==> config.mk <==
export PLATFORM = sky130hd
export DESIGN_NAME = tsense_pins
export DESIGN_NICKNAME = d
export VERILOG_FILES = /design/src/verilog/tsense_pkg.sv /design/src/verilog/tsense_pins.sv
export VERILOG_INCLUDE_DIRS = /design/src /design/src/verilog
export SDC_FILE = /design/constraint.sdc
export NUM_CORES = 1
export LEC_CHECK = 0
export ABC_AREA = 1
export CAP_MARGIN = 0
export CORE_UTILIZATION = 45
export DETAILED_ROUTE_END_ITERATION = 16
export DONT_BUFFER_PORTS = 1
export PLACE_DENSITY = 0.58
export SKIP_LAST_GASP = 1
export SLEW_MARGIN = 20
export SYNTH_ARGS = -nofsm -noshare
export SYNTH_HDL_FRONTEND = slang
export SYNTH_SLANG_ARGS = --single-unit
export TNS_END_PERCENT = 10
==> constraint.sdc <==
create_clock -name CLK -period 3.9 [get_ports CLK]
set_clock_uncertainty 0.1 [all_clocks]
set_input_delay 0 -clock CLK [delete_from_list [all_inputs] [get_ports CLK]]
set_output_delay 0 -clock CLK [all_outputs]
set_load 0.02 [all_outputs]
==> src/verilog/tsense_consts.svh <==
// Constants for the temperature sensor serial and alert pin logic
`ifndef TSENSE_CONSTS_SVH
`define TSENSE_CONSTS_SVH
// Arbitrary neutral device-type value; the real part uses its own
`define DEV_TYPE_DEFAULT 4'h5
`define ADDR_SEL_RESET   3'h0
`define BIT_CNT_RESET    3'h0
`define BIT_CNT_LAST     3'h7
`define SHIFT_RESET      8'h00
`endif

==> src/verilog/tsense_pkg.sv <==
// Types shared by the temperature sensor serial and alert pin logic
package tsense_pkg;
  typedef enum logic [2:0] {
    ST_IDLE,
    ST_ADDR,
    ST_ADDR_ACK,
    ST_RX,
    ST_RX_ACK,
    ST_TX,
    ST_TX_ACK
  } link_state_e;

  typedef struct packed {
    logic scl_rise;
    logic scl_fall;
    logic start;
    logic stop;
  } bus_event_s;
endpackage

==> src/verilog/tsense_pins.sv <==
// Serial slave front end and open-drain alert output of a temperature monitor
// Operation
// - Data is sampled at each serial clock rise and outgoing bits change only at its falls, or are released at a start or stop.
// - The data line is open drain: the device only pulls it low or releases it.
// - The alert output asserts when the temperature lies outside the programmed limits.
// - The alert output is open drain and only pulled low or released.
// - One configuration bit picks interrupt or comparator behaviour for the alert.
// - The alert is active low after reset and active high once the polarity bit is set.
// - The three address-select inputs form the low three bits of the 7-bit address.
// - An unconnected address-select input reads as zero through its pull-down.
// - The upper four address bits come from a fixed device-type identifier.
// - A matching address byte is acknowledged, a mismatch is not and returns to idle.
`timescale 1ns/100ps
`include "tsense_consts.svh"
module tsense_pins #(
  parameter logic [3:0] DEVICE_TYPE_ID = `DEV_TYPE_DEFAULT
) (
  // Clock and reset
  input  wire logic       CLK,
  input  wire logic       RESET,
  // Serial bus pins
  input  wire logic       SCL_IN,
  input  wire logic       SDA_IN,
  output logic            SDA_OUT,
  output logic            SDA_OE,
  // Address straps
  input  wire logic [2:0] ADDRESS_SELECT_INPUTS,
  // Alert configuration and events
  input  wire logic       ALERT_BEHAVIOUR_SELECT,
  input  wire logic       ALERT_POLARITY_SELECT,
  input  wire logic       TEMP_OUT_OF_LIMIT,
  input  wire logic       ALERT_CLEAR,
  output logic            ALERT_OUT,
  output logic            ALERT_OE,
  // User side
  input  wire logic [7:0] TX_DATA,
  output logic            TX_LOAD,
  output logic            ADDR_HIT,
  output logic            READ_MODE,
  output logic [7:0]      RX_DATA,
  output logic            RX_VALID
);

  // ----------------------------------------------------------------
  // Pin synchronisers
  // ----------------------------------------------------------------
  logic                   scl_meta_reg;
  logic                   scl_sync_reg;
  logic                   scl_prev_reg;
  logic                   sda_meta_reg;
  logic                   sda_sync_reg;
  logic                   sda_prev_reg;
  logic [2:0]             addr_meta_reg;
  logic [2:0]             addr_sync_reg;
  tsense_pkg::bus_event_s ev;

  always_ff @(posedge CLK or posedge RESET) begin
    if (RESET) begin
      scl_meta_reg <= 1'b1;
      scl_sync_reg <= 1'b1;
      scl_prev_reg <= 1'b1;
      sda_meta_reg <= 1'b1;
      sda_sync_reg <= 1'b1;
      sda_prev_reg <= 1'b1;
    end else begin
      scl_meta_reg <= SCL_IN;
      scl_sync_reg <= scl_meta_reg;
      scl_prev_reg <= scl_sync_reg;
      sda_meta_reg <= SDA_IN;
      sda_sync_reg <= sda_meta_reg;
      sda_prev_reg <= sda_sync_reg;
    end
  end

  // Floating straps settle at zero through the pad pull-down
  always_ff @(posedge CLK or posedge RESET) begin
    if (RESET) begin
      addr_meta_reg <= `ADDR_SEL_RESET;
      addr_sync_reg <= `ADDR_SEL_RESET;
    end else begin
      addr_meta_reg <= ADDRESS_SELECT_INPUTS;
      addr_sync_reg <= addr_meta_reg;
    end
  end

  // Start and stop are data edges while the clock stays high
  always_comb begin
    ev.scl_rise = scl_sync_reg & ~scl_prev_reg;
    ev.scl_fall = ~scl_sync_reg & scl_prev_reg;
    ev.start    = scl_sync_reg & scl_prev_reg & sda_prev_reg & ~sda_sync_reg;
    ev.stop     = scl_sync_reg & scl_prev_reg & ~sda_prev_reg & sda_sync_reg;
  end

  // ----------------------------------------------------------------
  // Byte engine
  // ----------------------------------------------------------------
  tsense_pkg::link_state_e state_reg;
  logic [2:0]              cnt_reg;
  logic                    byte_done_reg;
  logic                    nack_reg;
  logic [7:0]              shift_reg;
  logic [7:0]              tx_shift_reg;
  logic [6:0]              own_addr;

  assign own_addr = {DEVICE_TYPE_ID, addr_sync_reg};

  always_ff @(posedge CLK or posedge RESET) begin
    if (RESET) begin
      state_reg     <= tsense_pkg::ST_IDLE;
      cnt_reg       <= `BIT_CNT_RESET;
      byte_done_reg <= 1'b0;
      nack_reg      <= 1'b0;
      shift_reg     <= `SHIFT_RESET;
      tx_shift_reg  <= `SHIFT_RESET;
      SDA_OE        <= 1'b0;
      READ_MODE     <= 1'b0;
      RX_DATA       <= `SHIFT_RESET;
      RX_VALID      <= 1'b0;
      ADDR_HIT      <= 1'b0;
      TX_LOAD       <= 1'b0;
    end else begin
      RX_VALID <= 1'b0;
      ADDR_HIT <= 1'b0;
      TX_LOAD  <= 1'b0;
      if (ev.start) begin
        state_reg     <= tsense_pkg::ST_ADDR;
        cnt_reg       <= `BIT_CNT_RESET;
        byte_done_reg <= 1'b0;
        SDA_OE        <= 1'b0;
      end else if (ev.stop) begin
        state_reg <= tsense_pkg::ST_IDLE;
        SDA_OE    <= 1'b0;
      end else begin
        case (state_reg)
          tsense_pkg::ST_ADDR, tsense_pkg::ST_RX: begin
            if (ev.scl_rise) begin
              shift_reg <= {shift_reg[6:0], sda_sync_reg};
              cnt_reg   <= cnt_reg + 3'h1;
              if (cnt_reg == `BIT_CNT_LAST) begin
                byte_done_reg <= 1'b1;
              end
            end
            if (ev.scl_fall && byte_done_reg) begin
              byte_done_reg <= 1'b0;
              if (state_reg == tsense_pkg::ST_RX) begin
                SDA_OE    <= 1'b1;
                RX_DATA   <= shift_reg;
                RX_VALID  <= 1'b1;
                state_reg <= tsense_pkg::ST_RX_ACK;
              end else if (shift_reg[7:1] == own_addr) begin
                SDA_OE    <= 1'b1;
                READ_MODE <= shift_reg[0];
                ADDR_HIT  <= 1'b1;
                state_reg <= tsense_pkg::ST_ADDR_ACK;
              end else begin
                state_reg <= tsense_pkg::ST_IDLE;
              end
            end
          end
          tsense_pkg::ST_ADDR_ACK, tsense_pkg::ST_RX_ACK: begin
            if (ev.scl_fall) begin
              cnt_reg <= `BIT_CNT_RESET;
              if (READ_MODE) begin
                tx_shift_reg <= TX_DATA;
                SDA_OE       <= ~TX_DATA[7];
                TX_LOAD      <= 1'b1;
                state_reg    <= tsense_pkg::ST_TX;
              end else begin
                SDA_OE    <= 1'b0;
                state_reg <= tsense_pkg::ST_RX;
              end
            end
          end
          tsense_pkg::ST_TX: begin
            if (ev.scl_rise) begin
              cnt_reg <= cnt_reg + 3'h1;
              if (cnt_reg == `BIT_CNT_LAST) begin
                byte_done_reg <= 1'b1;
              end
            end
            if (ev.scl_fall) begin
              if (byte_done_reg) begin
                byte_done_reg <= 1'b0;
                SDA_OE        <= 1'b0;
                state_reg     <= tsense_pkg::ST_TX_ACK;
              end else begin
                tx_shift_reg <= {tx_shift_reg[6:0], 1'b0};
                SDA_OE       <= ~tx_shift_reg[6];
              end
            end
          end
          tsense_pkg::ST_TX_ACK: begin
            if (ev.scl_rise) begin
              nack_reg <= sda_sync_reg;
            end
            if (ev.scl_fall) begin
              cnt_reg <= `BIT_CNT_RESET;
              if (nack_reg) begin
                state_reg <= tsense_pkg::ST_IDLE;
              end else begin
                tx_shift_reg <= TX_DATA;
                SDA_OE       <= ~TX_DATA[7];
                TX_LOAD      <= 1'b1;
                state_reg    <= tsense_pkg::ST_TX;
              end
            end
          end
          default: begin
            SDA_OE <= 1'b0;
          end
        endcase
      end
    end
  end

  // Both open-drain data levels are a constant low; only the enable moves
  always_ff @(posedge CLK or posedge RESET) begin
    if (RESET) begin
      SDA_OUT   <= 1'b0;
      ALERT_OUT <= 1'b0;
    end else begin
      SDA_OUT   <= 1'b0;
      ALERT_OUT <= 1'b0;
    end
  end

  // ----------------------------------------------------------------
  // Alert output
  // ----------------------------------------------------------------
  logic cond_prev_reg;
  logic pending_reg;
  logic pending_next;
  logic active_next;

  // Set wins over a clear arriving in the same cycle
  always_comb begin
    pending_next = (TEMP_OUT_OF_LIMIT & ~cond_prev_reg) | (pending_reg & ~ALERT_CLEAR);
    active_next  = ALERT_BEHAVIOUR_SELECT ? pending_next : TEMP_OUT_OF_LIMIT;
  end

  always_ff @(posedge CLK or posedge RESET) begin
    if (RESET) begin
      cond_prev_reg <= 1'b0;
      pending_reg   <= 1'b0;
      ALERT_OE      <= 1'b0;
    end else begin
      cond_prev_reg <= TEMP_OUT_OF_LIMIT;
      pending_reg   <= pending_next;
      // Active-high on an open drain: release when asserted
      ALERT_OE      <= ALERT_POLARITY_SELECT ? ~active_next : active_next;
    end
  end
endmodule // tsense_pins

==> flow_metrics.tcl <==
set metrics [dict create \
    row_count 25 \
    endpoint_kind "flip-flop" \
    reg2reg_from "sda_sync_reg$_DFF_PP1_" \
    diodes 0 \
    ys_async_sr_fraction_pct 100 \
    htree_levels 2 \
    drc_errors 0 \
    slew_headroom_pct 43.9 \
    die_area_sq_um 5520 \
    cp.arrival_ps 1960 \
    path_clk_slew_ps 100 \
    synth_top_area_share_pct 47.8 \
    wl_um 4270 \
    ys_ff_latch 51 \
    final_hold_viol_count 0 \
    finalSetupViolations 0 \
    p_leak_nw 1.33 \
    cts_root_buf "clkbuf_8" \
    syn_inst 261 \
    r2r_end "tx_shift_reg[3]$_DFFE_PP0P_" \
    ys_types 35 \
    place_congestion 0.831 \
    start_kind "flip-flop" \
    tritoncts "done" \
    routedWlPerCell_um 12.3 \
    dp_hpwl_um 2960 \
    antenna_found_initial 0 \
    avgSynthCellArea_sq_um 9.02 \
    ys.flop_type "dfrtp_1" \
    grt_max_degree 52 \
    synth_warnings 0 \
    crit_type "reg -> reg" \
    port_buffers 0 \
    crit_fanout 14 \
    coreArea_sq_um 4880 \
    drt_iter0_drc 103 \
    grt_pass1_vias 1596 \
    critPathLaunch "sda_sync_reg$_DFF_PP1_" \
    initial_core_util_pct 48.2 \
    cts_buffers 5 \
    drive_gt1_share_pct 16.4 \
    fin_setup_tns_ps 0 \
    final_cells 348 \
    avgViaCountPerCell 4.84 \
    synth_edf_count 0 \
    ir_drop_mv 0.271 \
    hold_path.class "in -> reg" \
    fin_nets 301 \
    ant_nets 0 \
    grt_remaining_overflow 0 \
    fin_crit_sh_pct 48.1 \
    crit_end "tx_shift_reg[3]$_DFFE_PP0P_" \
    r2r_slack_ps 2030 \
    ys_seq_area_share_pct 54.5 \
    die_w_um 74.3 \
    synthTopCellsByArea "dfrtp_1 48%, nand2_1 11%, dfstp_2 6.7%" \
    reg2regPathDepth 7 \
    grt_usage_pct 17.7 \
    num_vias 1685 \
    post_cts_buffers 0 \
    clock_path_buffers 2 \
    fmax_ghz 0.533 \
    pin_count 35 \
    drt_first_pass_iters 4 \
    clk_latency_ps 300 \
    worstPathRequired_ps 3980 \
    worst_slew_pin_slew_ps 840 \
    netlist_area_sq_um 2350 \
    power_density_nw_per_um2 392 \
    slew_violations 0 \
    die_y_um 74.3 \
    cap_violations 0 \
    status "finished, final reports clean" \
    place_inst 322 \
    rsz0062_at_grt "no" \
    grt_pass1_wl_um 7310 \
    period_minus_slack_ps 1870 \
    area_delta_synth_final_pct 13.2 \
    clock-sinks 51 \
    yosysTopAreaCell "dfrtp_1" \
]
[where the power goes]
part	total (mW)	internal, mW	switching [mW]
sequential	0.602	0.570	0.0324
combinational	0.133	0.0554	0.0780
clock	0.308	0.129	0.179
total	1.04	0.754	0.290
[worst max-delay path: stages, from the launching register on]
cell and delay, ps:
dfstp_2 540, inv_1 70, nand3_1 320, nand3_1 140
a21oi_2 140, nand2_2 230, nand2_1 150, o21ai_2 60
[area by class of cell]
cell class	instances	area [sq um]
Sequential cell	51	1280
Tap cell	67	83.8
Inverter	35	134
Multi-Input combinational cell	169	892
Fill cell	472	2210
Clock inverter	3	22.5
Timing Repair Buffer	18	180
Clock buffer	5	68.8
[how the worst min path moves through the flow]
stage	start	endpoint	slack, ps	depth (start not counted)
CTS	SCL_IN	scl_meta_reg$_DFF_PP1_	120	1
global placement	SCL_IN	scl_meta_reg$_DFF_PP1_	-100	0
global route	SDA_IN	sda_meta_reg$_DFF_PP1_	120	1
detailed placement	SDA_IN	sda_meta_reg$_DFF_PP1_	-100	0
floorplan	SCL_IN	scl_meta_reg$_DFF_PP1_	-100	0
finish	SCL_IN	scl_meta_reg$_DFF_PP1_	130	1
[cells by family after synthesis]
family	after synthesis	synth area share, %
AOI/OAI and AO/OA	37	9.94
xor gates and xnor gates	1	0.372
adders and majority gates	2	1.06
buffers and inverters	42	7.71
DFF	51	54.5
muxes	6	2.55
other	1	0.159
and+or+nand+nor	121	23.7
[Yosys cell counts, drive strengths merged, types with 2 or more instances]
cell    count
nand2      77
dfrtp      45
inv        33
o21ai      27
nor2       26
nand3      10
buf         7
dfstp       6
mux2i       6
a21oi       5
nand4       4
clkinv      2
ha          2
nand3b      2
[cells in the final DEF (no fill, tap or decap), types with 2 or more instances in the layout]
| cell | synthesis | routed |
|---|---|---|
| nand4_1 | 4 | 4 |
| clkbuf_8 | 0 | 5 |
| o21ai_0 | 10 | 10 |
| nor2_2 | 5 | 5 |
| nor2_1 | 21 | 21 |
| nand2_2 | 8 | 8 |
| a21oi_1 | 4 | 4 |
| inv_1 | 30 | 29 |
| conb_1 | 1 | 2 |
| nand2_1 | 68 | 68 |
| dlygate4sd3_1 | 0 | 18 |
| nand3_1 | 8 | 8 |
| o21ai_1 | 9 | 9 |
| nand3b_1 | 2 | 2 |
| o21ai_2 | 8 | 8 |
| mux2i_1 | 6 | 6 |
| dfrtp_1 | 45 | 45 |
| inv_2 | 3 | 3 |
| dfstp_2 | 6 | 6 |
| clkinv_2 | 1 | 3 |
| ha_1 | 2 | 2 |
[metrics by stage]
stage	hold WS (ps)	util [%]	area, sq um	setup slack, ps	total power, mW
after floorplan	-95.5	-	2360	2380	0.706
after global placement	-95.5	49.0	2390	2090	0.732
after detailed placement	-95.5	49.0	2390	2020	0.731
after CTS	121	54.6	2660	2000	1.06
after global routing	121	54.6	2670	1790	1.11
final	128	54.6	2670	2030	1.04
[layer usage]
layer / vias to the layer above / track usage, % / share of wire [%]
li1: 855 / - / -
met1: 782 / 24.5 / 49
met2: 43 / 28.5 / 46
met3: 5 / 3.93 / 4.2
met4: 0 / 4.40 / 0.98
met5: - / 0 / 0
[what timing repair did]
| item | 4_1_cts | 5_1_grt |
|---|---|---|
| hold endpoints to repair | 61 | 0 |
| gates resized for setup | 0 | 0 |
| hold buffers | 18 | 0 |
(Power assumes the default switching activity.)
